--- config.mk ---
export PLATFORM = sky130hd
export DESIGN_NAME = usb_out_endpoint_status
export DESIGN_NICKNAME = d
export VERILOG_FILES = /design/src/include/usb_out_ep_pkg.sv /design/src/rtl/usb_sticky_bit.sv /design/src/rtl/usb_slot_count.sv /design/src/rtl/usb_out_endpoint_status.sv
export SDC_FILE = /design/constraint.sdc
export NUM_CORES = 1
export LEC_CHECK = 0
export BUFFER_PORTS_ARGS = -buffer_cell sky130_fd_sc_hd__buf_2
export CORE_ASPECT_RATIO = 0.8
export CORE_UTILIZATION = 40
export CTS_CLUSTER_DIAMETER = 120
export CTS_CLUSTER_SIZE = 16
export DETAILED_ROUTE_END_ITERATION = 10
export PLACE_DENSITY = 0.59
export SYNTH_ARGS = -nofsm -noshare
export SYNTH_HDL_FRONTEND = slang
export SYNTH_SLANG_ARGS = --single-unit
--- constraint.sdc ---
create_clock -name CLK_SYS -period 3.2 [get_ports CLK_SYS]
set_input_delay 0 -clock CLK_SYS [delete_from_list [all_inputs] [get_ports CLK_SYS]]
set_output_delay 0 -clock CLK_SYS [all_outputs]
set_load 0.02 [all_outputs]
--- src/include/usb_out_ep_pkg.sv ---
package usb_out_ep_pkg;

    // register index on the plain port (8-bit data)
    localparam logic [2:0] ADDR_CTRL_LOW   = 3'h0;   // out_endpoint_control_low
    localparam logic [2:0] ADDR_CTRL_HIGH  = 3'h1;   // double buffer / iso mode
    localparam logic [2:0] ADDR_COUNT_LOW  = 3'h2;   // out_count_low_byte
    localparam logic [2:0] ADDR_COUNT_HIGH = 3'h3;   // out_count_high_bits
    localparam logic [2:0] ADDR_IRQ_STATUS = 3'h4;   // sticky event bits
    localparam logic [2:0] ADDR_IRQ_MASK   = 3'h5;   // interrupt mask

    // control low field positions
    localparam int BIT_FLUSH   = 4;
    localparam int BIT_RECEIVE_DATA_ERROR_FLAG  = 3;
    localparam int BIT_RECEIVE_OVERRUN_FLAG   = 2;
    localparam int BIT_FULL    = 1;
    localparam int BIT_PKTRDY  = 0;
    // control high field positions
    localparam int BIT_DBUF    = 7;
    localparam int BIT_ISO     = 6;
    // interrupt status field positions
    localparam int IRQ_PKT     = 0;
    localparam int IRQ_OVR     = 1;
    localparam int IRQ_FLUSHED = 2;

    localparam int COUNT_W     = 10;                 // packet byte count width
    localparam logic [7:0] RESET_BYTE = 8'h00;       // every register resets to zero
    localparam logic [1:0] SLOT_MAX   = 2'h2;        // two packet slots at most

    // packet arrival from the receive engine
    typedef struct packed {
        logic                 valid;    // one-cycle pulse: packet completed
        logic                 crc_err;  // crc or bit-stuffing error seen
        logic [COUNT_W-1:0]   count;    // bytes in the packet
    } rx_pkt_s;

    // firmware register access
    typedef struct packed {
        logic [2:0] addr;
        logic [7:0] wdata;
        logic       wr;
        logic       rd;
    } reg_req_s;

endpackage : usb_out_ep_pkg

--- src/rtl/usb_sticky_bit.sv ---
// one sticky event bit: hardware set wins over software write-one clear
module usb_sticky_bit (
    input  wire logic CLK_SYS,    // system clock
    input  wire logic RSTN,       // sync reset, active low
    input  wire logic set,        // event pulse
    input  wire logic clr,        // clear request
    output logic      q           // sticky state
);
    typedef struct packed {
        logic q;
    } st_s;

    st_s st;
    st_s next_st;

    // set has priority so an event in the clear cycle is kept
    always_comb begin
        next_st = st;
        if (clr) begin
            next_st.q = 1'b0;
        end
        if (set) begin
            next_st.q = 1'b1;
        end
    end

    always_ff @(posedge CLK_SYS) begin
        if (!RSTN) begin
            st <= '0;
        end else begin
            st <= next_st;
        end
    end

    assign q = st.q;
endmodule : usb_sticky_bit

--- src/rtl/usb_slot_count.sv ---
// remembers byte count and error mark of up to two buffered packets
module usb_slot_count
    import usb_out_ep_pkg::*;
(
    input  wire logic               CLK_SYS,   // system clock
    input  wire logic               RSTN,      // sync reset, active low
    input  wire logic               push,      // store a packet
    input  wire logic               pop,       // drop the oldest packet
    input  wire logic [COUNT_W-1:0] in_count,  // count of stored packet
    input  wire logic               in_err,    // data error of stored packet
    output logic [1:0]              used,      // packets held
    output logic [COUNT_W-1:0]      head_count,// count of oldest packet
    output logic                    head_err   // error of oldest packet
);
    typedef struct packed {
        logic [1:0]             used;
        logic [1:0][COUNT_W-1:0] cnt;
        logic [1:0]             err;
    } st_s;

    st_s st;
    st_s next_st;

    // pop shifts slot 1 down; push writes the first free slot after the pop
    always_comb begin
        logic [1:0] u;
        u       = st.used;
        next_st = st;
        if (pop && u != 2'h0) begin
            next_st.cnt[0] = st.cnt[1];
            next_st.err[0] = st.err[1];
            u              = u - 2'h1;
        end
        if (push && u < SLOT_MAX) begin
            next_st.cnt[u[0]] = in_count;
            next_st.err[u[0]] = in_err;
            u                 = u + 2'h1;
        end
        next_st.used = u;
    end

    always_ff @(posedge CLK_SYS) begin
        if (!RSTN) begin
            st <= '0;
        end else begin
            st <= next_st;
        end
    end

    assign used       = st.used;
    assign head_count = st.cnt[0];
    assign head_err   = st.err[0];
endmodule : usb_slot_count

--- src/rtl/usb_out_endpoint_status.sv ---
module usb_out_endpoint_status
    import usb_out_ep_pkg::*;
(
    input  wire logic               CLK_SYS,     // system clock, 50 MHz
    input  wire logic               RSTN,        // sync reset, active low
    input  wire logic [2:0]         ADDR,        // register index
    input  wire logic [7:0]         WDATA,       // write data
    input  wire logic               WR,          // write strobe
    input  wire logic               RD,          // read strobe
    output logic      [7:0]         RDATA,       // read data, cycle after RD
    input  wire logic               RX_VALID,    // packet received pulse
    input  wire logic               RX_CRC_ERR,  // packet had crc/stuff error
    input  wire logic [COUNT_W-1:0] RX_COUNT,    // bytes in received packet
    output logic                    RX_ACCEPT,   // packet stored this cycle
    output logic                    FLUSH_POP,   // pulse: one packet discarded
    output logic                    IRQ          // interrupt, level
);
    typedef struct packed {
        logic       flush;     // flush pending
        logic       pktrdy;    // packet ready flag
        logic       receive_overrun_flag;     // overrun flag
        logic       dbuf;      // double buffer enable
        logic       iso;       // isochronous mode
        logic [2:0] mask;      // interrupt mask
        logic [7:0] rdata;     // registered read data
        logic       pop_q;     // flush discard done last cycle
    } st_s;

    st_s st;
    st_s next_st;

    // pins gathered into the package carriers
    rx_pkt_s  rx;
    reg_req_s req;
    assign rx  = '{valid: RX_VALID, crc_err: RX_CRC_ERR, count: RX_COUNT};
    assign req = '{addr: ADDR, wdata: WDATA, wr: WR, rd: RD};

    logic [1:0]         used;        // packets held
    logic [COUNT_W-1:0] head_count;  // count of oldest packet
    logic               head_err;    // error mark of oldest packet
    logic               full;        // fifo full
    logic               push;        // store incoming packet
    logic               pop;         // drop oldest packet
    logic               fw_unload;   // firmware clears ready
    logic               flush_pop;   // flush discards one packet
    logic               overflow;    // packet lost to full fifo
    logic [2:0]         irq_status;  // sticky events
    logic [2:0]         irq_clr;     // write-one clear

    logic wr_low;
    logic wr_high;
    assign wr_low  = req.wr && req.addr == ADDR_CTRL_LOW;
    assign wr_high = req.wr && req.addr == ADDR_CTRL_HIGH;

    assign full = st.dbuf ? (used == SLOT_MAX) : (used != 2'h0);

    // only the slots the mode allows are used; overflow drops the packet
    assign push     = rx.valid && !full;
    assign overflow = rx.valid && full;

    // firmware unload: write zero to ready while ready is set
    // firmware clears ready
    // a flush write is never also an unload, or one write would drop two packets
    assign fw_unload = wr_low && !req.wdata[BIT_PKTRDY] && !req.wdata[BIT_FLUSH]
                       && st.pktrdy && !st.flush;

    // one packet per flush
    // flush acts one cycle after the write, exactly once, then self-clears
    assign flush_pop = st.flush && used != 2'h0;
    assign pop       = fw_unload || flush_pop;
    assign FLUSH_POP = st.pop_q;

    usb_slot_count u_slots (
        .CLK_SYS    (CLK_SYS),
        .RSTN       (RSTN),
        .push       (push),
        .pop        (pop),
        .in_count   (rx.count),
        .in_err     (rx.crc_err),
        .used       (used),
        .head_count (head_count),
        .head_err   (head_err)
    );

    // next state of control and flags
    always_comb begin
        next_st       = st;
        next_st.pop_q = flush_pop;
        if (st.flush) begin
            next_st.flush = 1'b0;
        end
        if (wr_low) begin
            // a fresh flush request is taken only when none is pending
            if (req.wdata[BIT_FLUSH] && !st.flush) begin
                next_st.flush = 1'b1;
            end
            // software clears overrun by writing zero
            if (!req.wdata[BIT_RECEIVE_OVERRUN_FLAG]) begin
                next_st.receive_overrun_flag = 1'b0;
            end
        end
        if (wr_high) begin
            next_st.dbuf = req.wdata[BIT_DBUF];
            next_st.iso  = req.wdata[BIT_ISO];
        end
        if (req.wr && req.addr == ADDR_IRQ_MASK) begin
            next_st.mask = req.wdata[2:0];
        end
        // second packet re-raises ready
        // ready is recomputed after pops: it rises again if a packet remains
        next_st.pktrdy = (used != 2'h0 && !pop) || (pop && used == SLOT_MAX) || push;
        if (flush_pop) begin
            // a packet stored in the same cycle keeps ready up
            next_st.pktrdy = (used == SLOT_MAX) || push;
        end
        if (overflow && st.iso) begin
            next_st.receive_overrun_flag = 1'b1;
        end
        // registered read data, valid the cycle after the strobe
        next_st.rdata = RESET_BYTE;
        if (req.rd) begin
            unique case (req.addr)
                ADDR_CTRL_LOW: begin
                    next_st.rdata[BIT_FLUSH]  = st.flush;
                    next_st.rdata[BIT_RECEIVE_DATA_ERROR_FLAG] = st.iso && st.pktrdy && head_err;
                    next_st.rdata[BIT_RECEIVE_OVERRUN_FLAG]  = st.receive_overrun_flag;
                    next_st.rdata[BIT_FULL]   = full;
                    next_st.rdata[BIT_PKTRDY] = st.pktrdy;
                end
                ADDR_CTRL_HIGH: begin
                    next_st.rdata[BIT_DBUF] = st.dbuf;
                    next_st.rdata[BIT_ISO]  = st.iso;
                end
                ADDR_COUNT_LOW:  next_st.rdata = st.pktrdy ? head_count[7:0] : RESET_BYTE;
                ADDR_COUNT_HIGH: next_st.rdata = {6'h00, st.pktrdy ? head_count[9:8] : 2'h0};
                ADDR_IRQ_STATUS: next_st.rdata = {5'h00, irq_status};
                ADDR_IRQ_MASK:   next_st.rdata = {5'h00, st.mask};
                default:         next_st.rdata = RESET_BYTE;   // unmapped reads zero
            endcase
        end
    end

    // state register; synchronous reset clears every flag and the mode bits
    always_ff @(posedge CLK_SYS) begin
        if (!RSTN) begin
            st <= '0;
        end else begin
            st <= next_st;
        end
    end

    // interrupt events: ready rising (incl. second packet), overrun, flush done
    logic pkt_event;
    assign pkt_event = next_st.pktrdy && (!st.pktrdy || pop);
    assign irq_clr   = (req.wr && req.addr == ADDR_IRQ_STATUS) ? req.wdata[2:0] : 3'h0;

    // second interrupt
    // packet event: ready rising, including the re-raise for a second packet
    usb_sticky_bit u_irq_pkt (
        .CLK_SYS (CLK_SYS),
        .RSTN    (RSTN),
        .set     (pkt_event),
        .clr     (irq_clr[IRQ_PKT]),
        .q       (irq_status[IRQ_PKT])
    );
    // overrun event fires in any mode; only the flag is limited to iso
    usb_sticky_bit u_irq_ovr (
        .CLK_SYS (CLK_SYS),
        .RSTN    (RSTN),
        .set     (overflow),
        .clr     (irq_clr[IRQ_OVR]),
        .q       (irq_status[IRQ_OVR])
    );
    // flush done event, one per discarded packet
    usb_sticky_bit u_irq_fl (
        .CLK_SYS (CLK_SYS),
        .RSTN    (RSTN),
        .set     (flush_pop),
        .clr     (irq_clr[IRQ_FLUSHED]),
        .q       (irq_status[IRQ_FLUSHED])
    );

    assign IRQ       = |(irq_status & st.mask);
    assign RDATA     = st.rdata;
    assign RX_ACCEPT = push;

    // assertions: each guards one rule of the design side, checked every edge
    // flush self-clears
    property p_flush_done;
        @(posedge CLK_SYS) disable iff (!RSTN) st.flush |=> !st.flush;
    endproperty
    a_flush_done: assert property (p_flush_done)
        else $error("flush bit did not clear");

    property p_flush_one;
        @(posedge CLK_SYS) disable iff (!RSTN)
            (flush_pop && !push) |=> (used == $past(used) - 2'h1);
    endproperty
    a_flush_one: assert property (p_flush_one)
        else $error("flush dropped wrong count");

    property p_flush_rdy;
        @(posedge CLK_SYS) disable iff (!RSTN)
            (flush_pop && used == 2'h1 && !push) |=> !st.pktrdy;
    endproperty
    a_flush_rdy: assert property (p_flush_rdy)
        else $error("ready kept after flush");

    // second packet fills double buffer
    // the mode must not change in that cycle, or the depth moves under the check
    property p_full_dbl;
        @(posedge CLK_SYS) disable iff (!RSTN)
            (st.dbuf && !wr_high && used == 2'h1 && rx.valid && !pop)
            |=> (used == 2'h2) && full;
    endproperty
    a_full_dbl: assert property (p_full_dbl)
        else $error("double buffer not full at two");

    // single buffer refuses a second packet
    property p_full_sgl;
        @(posedge CLK_SYS) disable iff (!RSTN)
            (!st.dbuf && !wr_high && used == 2'h1 && rx.valid && !pop)
            |=> (used == 2'h1) && full;
    endproperty
    a_full_sgl: assert property (p_full_sgl)
        else $error("single buffer took a second packet");

    property p_ovr;
        @(posedge CLK_SYS) disable iff (!RSTN) (rx.valid && full && st.iso) |=> st.receive_overrun_flag;
    endproperty
    a_ovr: assert property (p_ovr)
        else $error("overrun not set");

    property p_rdy_set;
        @(posedge CLK_SYS) disable iff (!RSTN) push |=> st.pktrdy;
    endproperty
    a_rdy_set: assert property (p_rdy_set)
        else $error("ready not set on packet");

    property p_second;
        @(posedge CLK_SYS) disable iff (!RSTN)
            (fw_unload && used == 2'h2) |=> st.pktrdy && irq_status[IRQ_PKT];
    endproperty
    a_second: assert property (p_second)
        else $error("second packet not flagged");

    property p_ovr_irq;
        @(posedge CLK_SYS) disable iff (!RSTN) overflow |=> irq_status[IRQ_OVR];
    endproperty
    a_ovr_irq: assert property (p_ovr_irq)
        else $error("overrun event lost");

    property p_count;
        @(posedge CLK_SYS) disable iff (!RSTN)
            (push && used == 2'h0)
            |=> (head_count == $past(rx.count)) && (head_err == $past(rx.crc_err));
    endproperty
    a_count: assert property (p_count)
        else $error("packet count or error mark not kept");

    // overrun flag stays clear outside iso
    property p_iso_gate;
        @(posedge CLK_SYS) disable iff (!RSTN) (!st.iso && !st.receive_overrun_flag) |=> !st.receive_overrun_flag;
    endproperty
    a_iso_gate: assert property (p_iso_gate)
        else $error("overrun flag set outside iso");

    // main scenarios: two held, flush, iso overrun, second packet re-raise
    c_second: cover property (@(posedge CLK_SYS) disable iff (!RSTN) fw_unload && used == 2'h2);
    c_two:   cover property (@(posedge CLK_SYS) disable iff (!RSTN) used == 2'h2);
    c_flush: cover property (@(posedge CLK_SYS) disable iff (!RSTN) flush_pop);
    c_ovr:   cover property (@(posedge CLK_SYS) disable iff (!RSTN) overflow && st.iso);
endmodule : usb_out_endpoint_status

# After elaboration in Yosys (flattened, before gate mapping)
# Index checks and enable logic that the tools add are counted.
[classes]
addsub = 2
n_lt_le_gt_ge = 3
n_eq_ne = 7
n_mux = 28
bitwise = 1
reduce_logical = 43
[ops]
columns = ["op", "count"]
rows = [
  ["one-hot mux 5 bit (5 select lines)", 1],
  ["logical AND 1 bit", 21],
  ["bitwise mux 20 bit", 1],
  ["two-way mux 10 bit", 2],
  ["two-way mux 1 bit", 14],
  ["two-way mux 12 bit", 1],
  ["demux 10 bit (select 1 bit)", 1],
  ["nonzero test 2 bit", 5],
  ["two-way mux 8 bit", 1],
  ["== test 3 x 2 -> 1 bit, second input constant", 2],
  ["== test 3 bit, second input constant", 2],
  ["zero test 1 bit", 6],
  ["two-way mux 2 bit", 3],
  ["AND reduction 2 bit", 3],
  ["logical OR 1 bit", 5],
  ["one-hot mux 2 bit (2 select lines)", 1],
  ["AND reduction 4 bit", 1],
  ["AND 3 bit", 1],
  ["== test 3 x 1 -> 1 bit, second input constant", 1],
  ["zero test 3 bit", 1],
  ["two-way mux 3 bit", 1],
  ["OR reduction 3 bit", 1],
  ["adder 2 x 1 -> 2 bit, second input constant", 1],
  ["bitwise mux 2 bit", 1],
  ["7 further kinds", 7],
]
[totals]
reg_bits = 44
inputBits = 27
word_cells = 101

# Longest topological paths before layout
[logic_depth]
depth_word = 15
ltp_mapped = 11
mapped_depth_nobuf = 9

# Cells and area by module
# A second synthesis with hierarchy kept.
[unflattened]
cells_unflattened = 245
area_unflattened_um2 = 2407.3
[modules_own_cells]
columns = ["module", "n_inst", "cells_each", "area_each_um2"]
rows = [
  ["usb_slot_count", 1, 125, 1290.0],
  ["usb_out_endpoint_status", 1, 111, 993.5],
  ["usb_sticky_bit", 3, 3, 41.3],
]

# Least setup slack after synthesis
# No wires, ideal clock.
[synth_path]
path_kind = "reg2reg"
from = "register u_slots.st, in the netlist u_slots.used[0]"
to = "register u_slots.st[12] (netlist bit)"
setup_ps = 128
arrival_ps = 2687
required_time_ps = 3072
slack_ps = 385
stages_incl_launch_ff = 11
path_buffers = 2
synth_period_minus_slack_ps = 2815
cell_sequence = "dfxtp_1 -> clkbuf_1 -> inv_1 -> ha_1 -> nand2b_1 -> o31a_1 -> a2111oi_1 -> ha_1 -> buf_1 -> mux2i_1 -> nor2_1"
[synth_via]
elab_chain_len = 10
word_cells_on_any_way = 18
classes_between = "add/sub: 1; order compare: 3; eq/ne: 1; mux: 5; reduce/logical: 8"
[synth_lines]
columns = ["item", "line_no", "rtl"]
rows = [
  ["start: declaration", "usb_slot_count.sv:21", "st_s st;"],
  ["start signal: assignment", "usb_slot_count.sv:46", "st <= next_st;"],
  ["nonzero test 2 bit", "usb_slot_count.sv:29, usb_out_endpoint_status.sv:55, usb_out_endpoint_status.sv:69", ""],
  ["logical AND 1 bit", "usb_out_endpoint_status.sv:69", "assign flush_pop = st.flush && used != 2'h0;"],
  ["logical OR 1 bit", "usb_out_endpoint_status.sv:70", "assign pop = fw_unload || flush_pop;"],
  ["logical AND 1 bit", "usb_slot_count.sv:29", "if (pop && u != 2'h0) begin"],
  ["two-way mux 2 bit", "usb_slot_count.sv:29", ""],
  ["< comparator 1 x 2 -> 1 bit (not written as such) or greater-or-equal comparator 1 bit (tied branches)", "usb_slot_count.sv:35", "next_st.cnt[u[0]] = in_count;"],
  ["logical AND 1 bit (not written as such)", "usb_slot_count.sv:35", ""],
  ["two-way mux 10 bit (not written as such)", "usb_slot_count.sv:35", ""],
  ["demux 10 bit (select 1 bit)", "--", ""],
  ["bitwise mux 20 bit", "usb_slot_count.sv:35", ""],
]
# Several ways; a longest one is shown, not always the timed one.
# A chain may end at the register's enable or synchronous reset.

# Worst setup path in the final report
[layout_path]
from = "register u_slots.st, in the netlist u_slots.used[0]"
to = "register u_slots.st[17] (netlist bit)"
# The elaborated chain is that of the path after synthesis.

==> impl_summary.log <==
[metrics] number of antenna violations at the first check in global routing: 0
[metrics] final clock period utilization by the worst path: 85.49%
[metrics] logic depth of the worst register-to-register path: 9
[metrics] post-route minimum period: 2736 ps
[metrics] total cell area at the placement stage: 2271 µm²
[metrics] routed vias: 1790
[metrics] clock transition at the registers of the reported paths: 80 ps
[metrics] Unique masters post-synth: 44
[metrics] actual transition at the worst max-transition pin: 792.0 ps
[metrics] GR Overflow Total: 0
[metrics] number of vias per cell after detailed routing: 5.424
[metrics] Post-synth top flop: dfxtp_1
[metrics] setup repair after global routing missed its margin: no
[metrics] number of cell rows: 23
[metrics] number of failing hold endpoints at the final stage: 0
[metrics] startpoint kind of the worst setup timing path: flop
[metrics] outcome: finished clean
[metrics] Max clock buf depth: 2
[metrics] Max-cap violations: 0
[metrics] achievable frequency: 365.5 MHz
[metrics] average detailed-routed wire length per instance: 14.92 µm
[metrics] CP Class: flop to flop
[metrics] destination of the worst hold path: st[12]$_SDFFE_PN0P_
[metrics] Inserted Diodes: 0
[metrics] share of the synthesized area in the top cell type: 41.73%
[metrics] Die Footprint: 5573 µm²
[metrics] Post-Synthesis Net Count: 256
[metrics] routed wire length: 4.924 mm
[metrics] largest cells by area after synthesis: dfxtp_1, mux2i_1, o211ai_1
[metrics] Synth Instances: 226
[metrics] Final setup viols: 0
[metrics] Layout Cell Area excl Fill: 2559 µm²
[metrics] HPWL after DPL: 3.359 mm
[metrics] TritonCTS clock tree: built
[metrics] routability cong.: 0.7400
[metrics] IO Port Bufs: 35
[metrics] setup clock skew after layout: 5.029 ps
[metrics] Initial Utilization: 41.91%
[metrics] count of warnings emitted by yosys: 0
[metrics] I/O pin cnt: 38
[metrics] antenna violation net count after detailed routing: 0
[metrics] largest net degree at the start of global routing: 30
[metrics] router iterations before antenna repair: 4
[metrics] Horiz. Die Dim: 83.22 µm
[metrics] commonest cells after routing, fill and taps aside: dfxtp_1, buf_2, nor2_1
[metrics] Max VDD drop: 0.2995 mV
[metrics] startpoint of the most critical hold path: WR
[metrics] area growth from synthesis to layout: 21.22%
[metrics] leakage power: 0.001002 µW
[metrics] cell taking the most area after synthesis: dfxtp_1
[metrics] data arrival at the endpoint of the critical path: 2890 ps
[metrics] number of synthesized flops with an enable pin: 0
[metrics] global-route wire length before repair: 8.114 mm
[metrics] cell depth of the worst hold path: 3
[metrics] CTS Sinks: 44
[metrics] proportion of synthesized flip-flops having asynchronous set or reset: 0%
[metrics] Net count, final: 297
[metrics] Power Density: 489.3 nW/µm²
[metrics] Netlist Area Pre-Place: 2111 µm²
[metrics] worst skew pair latency: 300 ps
[metrics] number of synthesized register bits: 44
[metrics] Inst Count DP: 304
[metrics] Vert. Die Dim: 66.98 µm
[metrics] area of the core: 5036 µm²
[metrics] Root Driver: clkbuf_8
[metrics] final sum of negative setup slack: 0 ps
[metrics] Crit Reg-Reg Endpoint: u_slots.st[17]$_SDFFE_PN0P_
[metrics] HP Class: input pin to flop
[metrics] H-tree Lvls: 2
[metrics] number of global-route vias before repair: 1633
[metrics] global-route usage over all layers: 19.01%
[metrics] sequential element share of the synthesized area: 41.73%
[metrics] reg-to-reg critical path startpoint: u_slots.used[0]$_SDFF_PN0_
[metrics] Worst Path Max Fanout: 11
[metrics] max-slew violations: 0
[metrics] worst reg-to-reg setup slack: 460 ps
[metrics] fraction of layout instances using a drive strength above 1: 19.78%
[metrics] Worst Path Required: 3350 ps
[metrics] max-slew headroom at the worst pin: 47.14%
[metrics] post-route insts no fill: 330
[metrics] most frequent standard cell in the layout excluding fill and tap cells: dfxtp_1
[metrics] Worst Setup End Kind: flop
[metrics] DRC marker count from the first detailed-route iteration: 117
[metrics] Syn Area/Cell: 9.340 µm²
[metrics] drt drc: 0
[metrics] Num CTS Buffers: 5
==> repair_timing <==
action | CTS | global route
gates resized for setup | 0 | 0
hold buffers | 18 | 0
endpoints found under the hold margin | 29 | 0
buffers inserted | 0 | 0
==> where the power goes <==
part           switching (µW)  total (µW)  leakage (µW)  internal (µW)
logic                     108         214      0.000588            106
clock network             190         421     0.0000552            232
registers                30.6         617      0.000359            586
==> how the worst max path moves through the flow <==
stage / endpoint / slack (ps) / start / cells past startpoint
floorplan: u_slots.st[12]$_SDFFE_PN0P_ / 390 / u_slots.used[0]$_SDFF_PN0_ / 10
global placement: u_slots.st[21]$_SDFFE_PN0P_ / 480 / u_slots.used[0]$_SDFF_PN0_ / 9
detailed placement: u_slots.st[21]$_SDFFE_PN0P_ / 460 / u_slots.used[0]$_SDFF_PN0_ / 9
CTS: u_slots.st[21]$_SDFFE_PN0P_ / 430 / u_slots.used[0]$_SDFF_PN0_ / 9
global route: u_slots.st[20]$_SDFFE_PN0P_ / 180 / u_slots.used[0]$_SDFF_PN0_ / 10
finish: u_slots.st[17]$_SDFFE_PN0P_ / 460 / u_slots.used[0]$_SDFF_PN0_ / 9
==> flip-flops by register name, indices dropped and copies added (netlist names) <==
register	count
u_irq_pkt.q	1
RDATA	8
FLUSH_POP	1
u_irq_fl.q	1
st	8
u_slots.st	11
u_slots.head_err	1
u_irq_ovr.q	1
u_slots.used	2
u_slots.head_count	10
==> layout make-up <==
cell class,instances,area [µm²]
Multi-Input combinational cell,153,1081
Tap cell,62,77.57
Clock inverter,2,35.03
Inverter,5,18.77
Sequential cell,44,880.8
Timing Repair Buffer,58,392.9
Fill cell,495,2477
Clock buffer,6,72.57
==> per-layer routing <==
metal  vias to the layer above  GRT usage [%]  routed length, µm
met5                         -              0                  0
met4                         0          6.466                 40
met3                         4          4.709                224
met2                        36          29.92               2174
met1                       834          25.47               2485
li1                        916              -                  -
==> worst max-delay path, cell delays in order (launching register included) <==
cell and delay [ps]:
dfxtp_1 500, inv_1 140, ha_1 290, nand2b_1 270, o31a_1 240, a2111oi_1 440, ha_1 210, buf_4 220
mux2i_1 200, nor2_1 60
==> cells in the mapped netlist (2+ instances only) <==
library cell	number
a211o_1	2
a21oi_1	6
a22oi_1	4
a2bb2oi_1	11
a31oi_1	2
and4_1	3
buf_1	4
buf_2	2
buf_4	8
clkbuf_1	9
dfxtp_1	44
ha_1	3
inv_1	5
mux2_2	3
mux2i_1	18
nand2_1	13
nand3_1	6
nor2_1	26
nor2b_1	4
nor3_1	2
nor3b_1	3
nor4_1	2
o211ai_1	20
o21ai_0	2
o311ai_0	2
or3_1	3
xnor2_1	2
==> per-stage QoR <==
step                setup WS (ps)  total power, µW  util (%)  hold WS (ps)
floorplan                   385.4            764.8         -         118.3
global placement            478.7            825.2     45.09         250.9
detailed placement          455.7            825.8     45.09         255.4
CTS                         431.1             1261     50.81         15.19
global route                180.3             1310     50.81         34.73
finish                      464.2             1252     50.81         27.37
==> logic make-up (layout without fill, tap and decap cells) <==
logic type / Yosys count / after routing / synth area share [%]
adder cells (fa/ha/maj): 3 / 3 / 1.778
buffers and inverters: 29 / 71 / 7.054
AO/OA/AOI/OAI: 59 / 59 / 22.23
flip-flops: 44 / 44 / 41.73
multiplexers: 21 / 21 / 10.14
AND/OR/NAND/NOR: 68 / 68 / 16.24
XOR/XNOR: 2 / 2 / 0.8300
(Power assumes the default switching activity.)
